===== config.mk =====
export PLATFORM = sky130hd
export DESIGN_NAME = status_output_pin_select
export DESIGN_NICKNAME = d
export VERILOG_FILES = /design/src/status_pin_pkg.sv /design/src/status_output_pin_select.sv
export SDC_FILE = /design/constraint.sdc
export NUM_CORES = 1
export LEC_CHECK = 0
export BUFFER_PORTS_ARGS = -buffer_cell sky130_fd_sc_hd__buf_2
export CORE_MARGIN = 4
export CORE_UTILIZATION = 50
export DETAILED_ROUTE_END_ITERATION = 10
export HOLD_SLACK_MARGIN = 0.02
export PLACE_DENSITY_LB_ADDON = 0.15
export SETUP_SLACK_MARGIN = 0.15
export SLEW_MARGIN = 20
export SYNTH_ARGS = -nofsm -noshare
export SYNTH_HDL_FRONTEND = slang
export SYNTH_SLANG_ARGS = --single-unit

===== constraint.sdc =====
create_clock -name clk_in -period 2.5 [get_ports clk_in]
set_clock_uncertainty 0.05 [all_clocks]
set_input_delay 0.125 -clock clk_in [delete_from_list [all_inputs] [get_ports clk_in]]
set_output_delay 0.125 -clock clk_in [all_outputs]
set_load 0.01 [all_outputs]

===== src/status_pin_pkg.sv =====
// constants for the status output pin selection logic
// What this block does
// three output pins, each with its own select field choosing an internal signal
// host trusts pin b signal only while spi chip select is high
// pin b defaults to high impedance after power-on reset
// pin a defaults to crystal clock divided by 192; host select replaces it
// value 0x80 in pin a config selects the analog temperature output
// in sleep, codes below 0x20 force pins a,c to invert, pin b to complement
// forced sleep levels hold until chip ready low goes low
// codes 0x20 and above keep working during sleep
// code 0x2E gives high impedance in every state
// code 0x00 high while rx fifo fill at or above threshold
// code 1 sets on rx threshold or packet end, clears on rx fifo empty
// code 0x02 high while tx fifo fill at or above threshold
// code 0x03 sets on tx fifo full, clears below tx threshold
// code 0x04 sets on overflow, holds until fifo flushed
// code 0x05 sets on underflow, holds until fifo flushed
// code 0x06 frames packet, ends early on address fail or fifo error
// code 0x07 sets on good crc packet, clears on first rx byte read
// code 0x08 high when preamble quality level exceeds threshold
// code 0x09 high while signal strength below clear channel threshold
// code 10 outputs synthesizer lock detector
// code 11 outputs serial clock; rx data launched on its falling edge
// in tx, data sampled on rising edge of the serial clock
// invert bit complements the selected signal
package status_pin_pkg;
   localparam logic [7:0] PIN_A_RESET   = 8'h3F;
   localparam logic [7:0] PIN_B_RESET   = 8'h2E;
   localparam logic [7:0] PIN_C_RESET   = 8'h29;
   localparam logic [7:0] TEMP_SENSOR   = 8'h80;
   localparam int         INVERT_BIT    = 6;
   localparam int         SEL_MSB       = 5;
   localparam logic [5:0] SEL_RX_THR    = 6'h00;
   localparam logic [5:0] SEL_RX_PKT    = 6'h01;
   localparam logic [5:0] SEL_TX_THR    = 6'h02;
   localparam logic [5:0] SEL_TX_FULL   = 6'h03;
   localparam logic [5:0] SEL_OVF       = 6'h04;
   localparam logic [5:0] SEL_UNF       = 6'h05;
   localparam logic [5:0] SEL_SYNC      = 6'h06;
   localparam logic [5:0] SEL_CRC_OK    = 6'h07;
   localparam logic [5:0] SEL_PQT       = 6'h08;
   localparam logic [5:0] SEL_CCA       = 6'h09;
   localparam logic [5:0] SEL_LOCK      = 6'h0A;
   localparam logic [5:0] SEL_SER_CLK   = 6'h0B;
   localparam logic [5:0] SEL_SLEEP_MIN = 6'h20;
   localparam logic [5:0] SEL_HIZ       = 6'h2E;
   localparam logic [5:0] SEL_HIGH      = 6'h2F;
   localparam logic [5:0] SEL_DIV_CLK   = 6'h3F;
   localparam int         CLK_DIV       = 192;
   localparam int         HALF_DIV      = CLK_DIV / 2;
   localparam logic [6:0] HALF_DIV_M1   = 7'(HALF_DIV - 1);
endpackage


===== src/status_output_pin_select.sv =====
// status output pin selection for three status pins
`timescale 1ns/1ps
module status_output_pin_select (
   input  wire logic       clk_in,
   input  wire logic       rst_in,
   input  wire logic [7:0] pin_a_config_in,
   input  wire logic [7:0] pin_b_config_in,
   input  wire logic [7:0] pin_c_config_in,
   input  wire logic       config_write_in,
   input  wire logic       sleep_in,
   input  wire logic       chip_ready_low_in,
   input  wire logic       rx_fifo_at_thr_in,
   input  wire logic       rx_fifo_empty_in,
   input  wire logic       rx_packet_end_in,
   input  wire logic       tx_fifo_at_thr_in,
   input  wire logic       tx_fifo_full_in,
   input  wire logic       fifo_overflow_in,
   input  wire logic       fifo_underflow_in,
   input  wire logic       fifo_flush_in,
   input  wire logic       sync_event_in,
   input  wire logic       packet_end_in,
   input  wire logic       addr_fail_in,
   input  wire logic       crc_ok_event_in,
   input  wire logic       rx_first_read_in,
   input  wire logic [7:0] preamble_quality_level_in,
   input  wire logic [7:0] preamble_quality_threshold_in,
   input  wire logic       signal_below_cca_in,
   input  wire logic       synth_lock_in,
   input  wire logic       serial_clock_in,
   output logic [2:0]      status_pin_out,
   output logic [2:0]      status_pin_oe_out,
   output logic            temp_sensor_out
);
   logic [7:0] cfg [3];
   logic [6:0] div_count;
   logic       div_clk;
   logic       rx_pkt_flag;
   logic       tx_full_flag;
   logic       ovf_flag;
   logic       unf_flag;
   logic       sync_flag;
   logic       crc_flag;
   logic       sleep_hold;
   logic [7:0] cfg_in [3];

   assign cfg_in[0] = pin_a_config_in;
   assign cfg_in[1] = pin_b_config_in;
   assign cfg_in[2] = pin_c_config_in;

   // configuration latched on host write
   always_ff @(posedge clk_in) begin
      if (rst_in) begin
         cfg[0] <= status_pin_pkg::PIN_A_RESET;
         cfg[1] <= status_pin_pkg::PIN_B_RESET;
         cfg[2] <= status_pin_pkg::PIN_C_RESET;
      end else if (config_write_in) begin
         cfg[0] <= cfg_in[0];
         cfg[1] <= cfg_in[1];
         cfg[2] <= cfg_in[2];
      end
   end

   // crystal clock divided by 192
   always_ff @(posedge clk_in) begin
      if (rst_in) begin
         div_count <= 7'h00;
         div_clk   <= 1'b0;
      end else if (div_count == status_pin_pkg::HALF_DIV_M1) begin
         div_count <= 7'h00;
         div_clk   <= ~div_clk;
      end else begin
         div_count <= div_count + 7'h01;
      end
   end

   // sticky status flags; set wins over clear
   always_ff @(posedge clk_in) begin
      if (rst_in) begin
         rx_pkt_flag  <= 1'b0;
         tx_full_flag <= 1'b0;
         ovf_flag     <= 1'b0;
         unf_flag     <= 1'b0;
         sync_flag    <= 1'b0;
         crc_flag     <= 1'b0;
      end else begin
         if (rx_fifo_at_thr_in || rx_packet_end_in)
            rx_pkt_flag <= 1'b1;
         else if (rx_fifo_empty_in)
            rx_pkt_flag <= 1'b0;
         if (tx_fifo_full_in)
            tx_full_flag <= 1'b1;
         else if (!tx_fifo_at_thr_in)
            tx_full_flag <= 1'b0;
         if (fifo_overflow_in)
            ovf_flag <= 1'b1;
         else if (fifo_flush_in)
            ovf_flag <= 1'b0;
         if (fifo_underflow_in)
            unf_flag <= 1'b1;
         else if (fifo_flush_in)
            unf_flag <= 1'b0;
         if (sync_event_in)
            sync_flag <= 1'b1;
         else if (packet_end_in || addr_fail_in || fifo_overflow_in || fifo_underflow_in)
            sync_flag <= 1'b0;
         if (crc_ok_event_in)
            crc_flag <= 1'b1;
         else if (rx_first_read_in)
            crc_flag <= 1'b0;
      end
   end

   // sleep forcing lasts from sleep entry until chip ready low goes low
   always_ff @(posedge clk_in) begin
      if (rst_in)
         sleep_hold <= 1'b0;
      else if (sleep_in)
         sleep_hold <= 1'b1;
      else if (!chip_ready_low_in)
         sleep_hold <= 1'b0;
   end

   always_ff @(posedge clk_in) begin
      if (rst_in)
         temp_sensor_out <= 1'b0;
      else
         temp_sensor_out <= (cfg[0] == status_pin_pkg::TEMP_SENSOR);
   end

   function automatic logic select_signal(input logic [5:0] sel);
      logic s;
      s = 1'b0;
      unique case (sel)
         status_pin_pkg::SEL_RX_THR:  s = rx_fifo_at_thr_in;
         status_pin_pkg::SEL_RX_PKT:  s = rx_pkt_flag;
         status_pin_pkg::SEL_TX_THR:  s = tx_fifo_at_thr_in;
         status_pin_pkg::SEL_TX_FULL: s = tx_full_flag;
         status_pin_pkg::SEL_OVF:     s = ovf_flag;
         status_pin_pkg::SEL_UNF:     s = unf_flag;
         status_pin_pkg::SEL_SYNC:    s = sync_flag;
         status_pin_pkg::SEL_CRC_OK:  s = crc_flag;
         status_pin_pkg::SEL_PQT:     s = (preamble_quality_level_in > preamble_quality_threshold_in);
         status_pin_pkg::SEL_CCA:     s = signal_below_cca_in;
         status_pin_pkg::SEL_LOCK:    s = synth_lock_in;
         status_pin_pkg::SEL_SER_CLK: s = serial_clock_in;
         status_pin_pkg::SEL_HIGH:    s = 1'b1;
         status_pin_pkg::SEL_DIV_CLK: s = div_clk;
         default:                     s = 1'b0;
      endcase
      return s;
   endfunction

   // one output stage per pin
   genvar i;
   generate
      for (i = 0; i < 3; i++) begin : g_pin
         logic [5:0] sel;
         logic       inv;
         logic       forced;
         assign sel    = cfg[i][status_pin_pkg::SEL_MSB:0];
         assign inv    = cfg[i][status_pin_pkg::INVERT_BIT];
         assign forced = sleep_hold && (sel < status_pin_pkg::SEL_SLEEP_MIN);
         always_ff @(posedge clk_in) begin
            if (rst_in) begin
               status_pin_out[i]    <= 1'b0;
               status_pin_oe_out[i] <= (i != 1);
            end else begin
               status_pin_oe_out[i] <= (sel != status_pin_pkg::SEL_HIZ) &&
                                       !(i == 0 && cfg[0] == status_pin_pkg::TEMP_SENSOR);
               if (forced)
                  status_pin_out[i] <= (i == 1) ? ~inv : inv;
               else
                  status_pin_out[i] <= select_signal(sel) ^ inv;
            end
         end
      end
   endgenerate
endmodule // status_output_pin_select


==> results of run 1 <==
-- flip-flops by register name (all words and copies together), names as in the netlist --
name	count
rx_pkt_flag	1
sync_flag	1
temp_sensor_out	1
status_pin_out	3
unf_flag	1
sleep_hold	1
div_clk	1
ovf_flag	1
tx_full_flag	1
status_pin_oe_out	3
crc_flag	1
cfg	22
div_count	7
-- worst paths after layout --
path | from | to | slack, ps | depth (start not counted)
worst max-delay path | cfg[0][2] | status_pin_out[0] | 340 | 4
worst min-delay path | rx_packet_end_in | rx_pkt_flag | 30 | 3
worst max register to register | cfg[0][2] | status_pin_out[0] | 340 | 4
worst min register to register | div_count[0] | div_count[0] | 400 | 1
-- worst min-delay path, stage by stage --
cell and delay, ps:
buf_2 80, nor2_1 30, a21oi_1 100
-- layout make-up --
class	count	area share, %
clock buffer	8	4.228
multi-input combinational	159	39.01
inverter	14	1.831
timing repair buffer	74	14.30
sequential	44	38.36
tap	52	2.267
-- metal layers --
| layer | vias to the layer above | share of wire, % | global-route usage (%) |
|---|---|---|---|
| li1 | 960 | - | - |
| met1 | 850 | 44 | 21.43 |
| met2 | 57 | 49 | 31.27 |
| met3 | 4 | 6.8 | 4.485 |
| met4 | 0 | 0.59 | 5.825 |
| met5 | - | 0 | 0 |
-- cells in the final DEF, fill, tap and decap left out, types with 2 or more instances in the layout --
master         Yosys  layout
ha_1               9       9
or2_2              3       3
nor3_1             5       5
nand2b_1          18      18
dfxtp_1           22      22
nand4_1            5       5
and2_1             9       9
buf_4              0       2
nor3b_1            2       2
nor2_1            24      24
nand3_1            4       4
nand4b_1           2       2
edfxtp_1          22      22
nand2_1            5       5
mux2i_1            6       6
xnor2_1            3       3
dlygate4sd3_1      0       7
a211oi_1           2       2
or4_1              2       2
nor2b_1            6       6
mux4_2             4       4
mux2_2             2       2
o21ai_0            8       8
nor4_1             3       3
clkbuf_8           0       7
a21oi_1           13      13
inv_1             14      14
xor2_1             2       2
a2111o_1           2       2
buf_2              0      65
o31ai_1            2       2
-- power groups by stage --
stage / clock [W] / sequential [W] / combinational, W
floorplan: 0 / 0.000857 / 0.000134
global placement: 0 / 0.000872 / 0.000205
detailed placement: 0 / 0.000874 / 0.000209
CTS: 0.000558 / 0.000858 / 0.000220
global route: 0.000585 / 0.000866 / 0.000247
finish: 0.000546 / 0.000859 / 0.000218
-- stage by stage --
stage	std cells	instance area, um2	hold WS (ps)	power, W	setup WS, ps
2_1_floorplan	223	2296	178.9	0.0009908	479.9
3_3_place_gp	336	2679	284.7	0.001078	408.3
3_5_place_dp	336	2679	286.4	0.001083	343.9
4_1_cts	351	2870	24.24	0.001637	330.2
5_1_grt	351	2870	30.75	0.001698	228.0
6_report	351	2870	29.13	0.001623	335.2
-- logic make-up after synthesis --
kind of cell,after synthesis,synth area share (%)
simple gates,96,23.76
flops,44,47.96
compound gates,36,10.19
buf+inv,20,3.270
mux,13,8.011
fa+ha+maj,9,4.905
xor+xnor,5,1.908
-- what timing repair did --
action | 4_1_cts | 5_1_grt
endpoints found under the hold margin | 6 | 0
gates resized for setup | 0 | 0
hold buffers | 7 | 0
==> run summary, run 1 <==
status -> complete, no violations
CTS Sinks -> 44
combinational share of power -> 13.4%
First DRT Iteration DRCs -> 142
Max VDD drop -> 0.0002759 V
Longest Clk Path Bufs -> 2
register bit count reported by yosys -> 44
CP required -> 2630 ps
Syn Nets -> 293
HPWL after DPL -> 3548 um
Clock power frac -> 33.6%
P per Cell Area -> 565.4 nW/um2
P&R area growth vs syn -> 25.01%
I/O Pins -> 68
DRT Pass-1 Iters -> 4
fmax -> 461.9 MHz
startpoint type of the worst setup path -> flop
Die Height -> 75.77 um
Ys Warns -> 0
Avg Cell Area, Syn -> 10.30 um2
Worst-Margin Slew -> 499.3 ps
Worst path max stage delay -> 580 ps
ys flop type -> edfxtp_1
Total Wirelength -> 4765 um
asr flop ratio synth -> 0%
Int Pwr -> 0.001243 W
sequential power share -> 52.9%
library cells used by synthesis -> 47
kind of capture point of the worst setup path -> flop
Leakage Power -> 1.237 nW
post-layout util -> 65.02%
post-synth top area cell -> edfxtp_1
vias per std cell -> 5.330
Fillers -> 366
clk root buf -> clkbuf_8
CTS tree -> yes
vias in the first global route -> 1734
GP Congestion -> 0.8599
die width -> 75.77 um
Diodes inserted -> 0
Final #Nets -> 368
Final setup viols -> 0
crit path max fanout -> 6
Die Area -> 5740 um2
worst-path cell chain -> or4b_1, or4_1, o211ai_2, mux2_1
clock slew at reported path FFs -> 80 ps
Net Sw Power -> 0.0003795 W
post-CTS setup buffer count -> 0
sum of negative setup slack -> 0 ps
Switching Share -> 23.39%
Seq/Total Area, Yosys -> 47.96%
RSZ-0062 raised after global routing -> no
delay-heaviest family, CP -> simple AND/OR/NAND/NOR gates
Starting Density -> 52.01%
DRC violations left -> 0
worst hold path class -> in2reg
initial antenna violation count -> 0
Final ANT Viol Nets -> 0
clk_lat worst skew -> 290 ps
Arr. time, crit path -> 2300 ps
Final Hold Viols -> 0
core region area -> 4414 um2
Multi-input gate area -> 1120 um2
post-synth top area share -> 28.77%
share of cells above drive strength 1 -> 28.76%
Tot GR Track Use -> 17.90%
clock buffer count from CTS -> 5
Buffers on Ports -> 65
Synth Instances -> 223
Register Area -> 1101 um2
Period minus WS final -> 2165 ps
largest net degree at the start of global routing -> 25
number of flops mapped to enable cells by yosys -> 22
Placement Rows -> 24
htree depth -> 2
max-slew violations -> 0
crit path kind -> reg2reg
gr ovfl total -> 0
most frequent cell after synthesis -> nor2_1
fin crit share -> 86.59%
synth top area cells -> edfxtp_1, dfxtp_1, ha_1, nand2b_1, mux4_2
synthesized area -> 2296 um2
max cap viols -> 0
CP bufs+invs -> 0
slowest CP cell -> or4b_1
first-pass GRT wire length -> 7603 um
WL per Instance -> 13.58 um
Commonest cells post-synth -> nor2_1, dfxtp_1, edfxtp_1
Max-Slew Margin vs Limit -> 66.72%
routed via count -> 1871
No activity file was read; power rests on OpenSTA's default activity.
==> run 2: changes to the inputs <==
--- a/config.mk
+++ b/config.mk
@@ -6,6 +6,7 @@
 export NUM_CORES = 1
 export LEC_CHECK = 0
 export BUFFER_PORTS_ARGS = -buffer_cell sky130_fd_sc_hd__buf_2
+export CORE_ASPECT_RATIO = 1.5
 export CORE_MARGIN = 4
 export CORE_UTILIZATION = 50
 export DETAILED_ROUTE_END_ITERATION = 10
==> constraint.sdc (replaced) <==
create_clock -name clk_in -period 2.5 [get_ports clk_in]
set_clock_uncertainty 0.05 [all_clocks]
set_input_delay 0 -clock clk_in [delete_from_list [all_inputs] [get_ports clk_in]]
set_output_delay 0 -clock clk_in [all_outputs]
set_load 0.01 [all_outputs]
==> run summary, run 2 (synthesized netlist as in run 1, its figures left out) <==
vias in the first global route -> 2025
die width -> 63.33 um
clk root buf -> clkbuf_8
worst hold path class -> in2reg
Tot GR Track Use -> 19.97%
CTS resizes -> 0
P&R area growth vs syn -> 37.00%
First DRT Iteration DRCs -> 57
Arr. time, crit path -> 2320 ps
hold endpoint -> ovf_flag
crit path kind -> reg2reg
Buffers on Ports -> 65
Diodes inserted -> 0
I/O Pins -> 68
Worst-Margin Slew -> 571.2 ps
GRT met3 Usage -> 4.074%
Longest Clk Path Bufs -> 2
clk_lat worst skew -> 300 ps
Final setup viols -> 0
largest net degree at the start of global routing -> 25
Non-Filler Instances -> 374
Max-Slew Margin vs Limit -> 61.60%
post-CTS setup buffer count -> 0
routed via count -> 2038
Die Height -> 90.99 um
Total Wirelength -> 5496 um
Reg2Reg Depth -> 4
sum of negative setup slack -> 0 ps
Worst R2R Setup Slack -> 320 ps
Max VDD drop -> 0.0004526 V
HPWL after DPL -> 3829 um
M2 GR Usage -> 36.97%
Final #Nets -> 397
P per Cell Area -> 527.6 nW/um2
Final ANT Viol Nets -> 0
placed cell count -> 329
Die Area -> 5762 um2
max cap viols -> 0
most common cell after layout, fill and taps aside -> buf_2
RSZ-0062 raised after global routing -> no
r2r endpoint -> status_pin_out[0]
Final Hold Viols -> 0
status -> complete, no violations
first-pass GRT wire length -> 9039 um
crit path max fanout -> 6
most frequent cells in the layout -> buf_2, dlygate4sd3_1, nor2_1
CTS tree -> yes
worst hold path cell count -> 2
WL per Instance -> 14.70 um
GP Congestion -> 0.9005
core region area -> 4318 um2
vias per std cell -> 5.449
Leakage Power -> 1.353 nW
Starting Density -> 53.17%
clock slew at reported path FFs -> 80 ps
GR peak layer -> met2
htree depth -> 2
Period minus WS final -> 2176 ps
startpoint type of the worst setup path -> flop
DRT Pass-1 Iters -> 4
biggest regs -> cfg x22, div_count x7
worst hold start -> rst_in
kind of capture point of the worst setup path -> flop
CP required -> 2640 ps
Fillers -> 320
Biggest register -> cfg
CTS Sinks -> 44
gr ovfl total -> 0
DRC violations left -> 0
fmax -> 459.6 MHz
clock buffer count from CTS -> 5
initial antenna violation count -> 0
share of cells above drive strength 1 -> 25.91%
max-slew violations -> 0
cts hold-fix bufs -> 37
fin crit share -> 87.04%
Placement Rows -> 29
met1 Use GR -> 21.66%
r2r startpoint -> cfg[0][2]
max reg flops -> 22
==> run 2: worst max-delay path by stage <==
| stage | startpoint | end | slack, ps | cells after the start |
|---|---|---|---|---|
| final | cfg[0][2] | status_pin_out[0] | 320 | 4 |
| after global routing | cfg[0][2] | status_pin_out[0] | 280 | 4 |
| after CTS | cfg[0][2] | status_pin_out[0] | 320 | 4 |
| after detailed placement | cfg[0][2] | status_pin_out[0] | 350 | 4 |
| after global placement | cfg[0][2] | status_pin_out[0] | 410 | 4 |
| after floorplan | cfg[0][2] | status_pin_out[0] | 480 | 4 |
==> run 2: per-layer routing <==
layer,wire length [um],vias to the layer above
met2,2923,72
met4,125,0
met1,2124,939
met5,0,-
li1,-,1017
met3,323,10
==> run 2: report_power, final <==
group	internal [W]	leakage (nW)	switching (W)
sequential	0.000807	0.400	0.0000534
combinational	0.000153	0.899	0.000104
clock	0.000296	0.0541	0.000246
==> run 2: critical path, stage by stage, from the launching register on <==
cell      delay, ps
edfxtp_1        490
or4b_1          570
or4_1           450
o211ai_2        170
mux2_1          340
==> run 2: per-stage QoR <==
| stage | power (W) | utilization, % | area (um2) | hold slack (ps) | setup WS (ps) |
|---|---|---|---|---|---|
| global placement | 0.001076 | 61.69 | 2664 | 156.4 | 408.1 |
| floorplan | 0.0009908 | - | 2296 | 53.92 | 479.9 |
| detailed placement | 0.001083 | 61.69 | 2664 | 163.4 | 349.1 |
| global route | 0.001728 | 72.85 | 3146 | 86.81 | 282.4 |
| finish | 0.001660 | 72.85 | 3146 | 81.91 | 324.1 |
| CTS | 0.001663 | 72.85 | 3146 | 60.63 | 316.8 |
==> run 2: area by class of cell <==
class | count | area, um2 | share of cell area [%]
multi-input cells | 159 | 1120 | 35.60
flip-flops and latches | 44 | 1101 | 35.00
repair buffers | 103 | 703.2 | 22.35
clock buffers | 5 | 68.82 | 2.188
well taps | 46 | 57.56 | 1.830
inverters | 14 | 52.55 | 1.671
clock inverters | 3 | 42.54 | 1.352
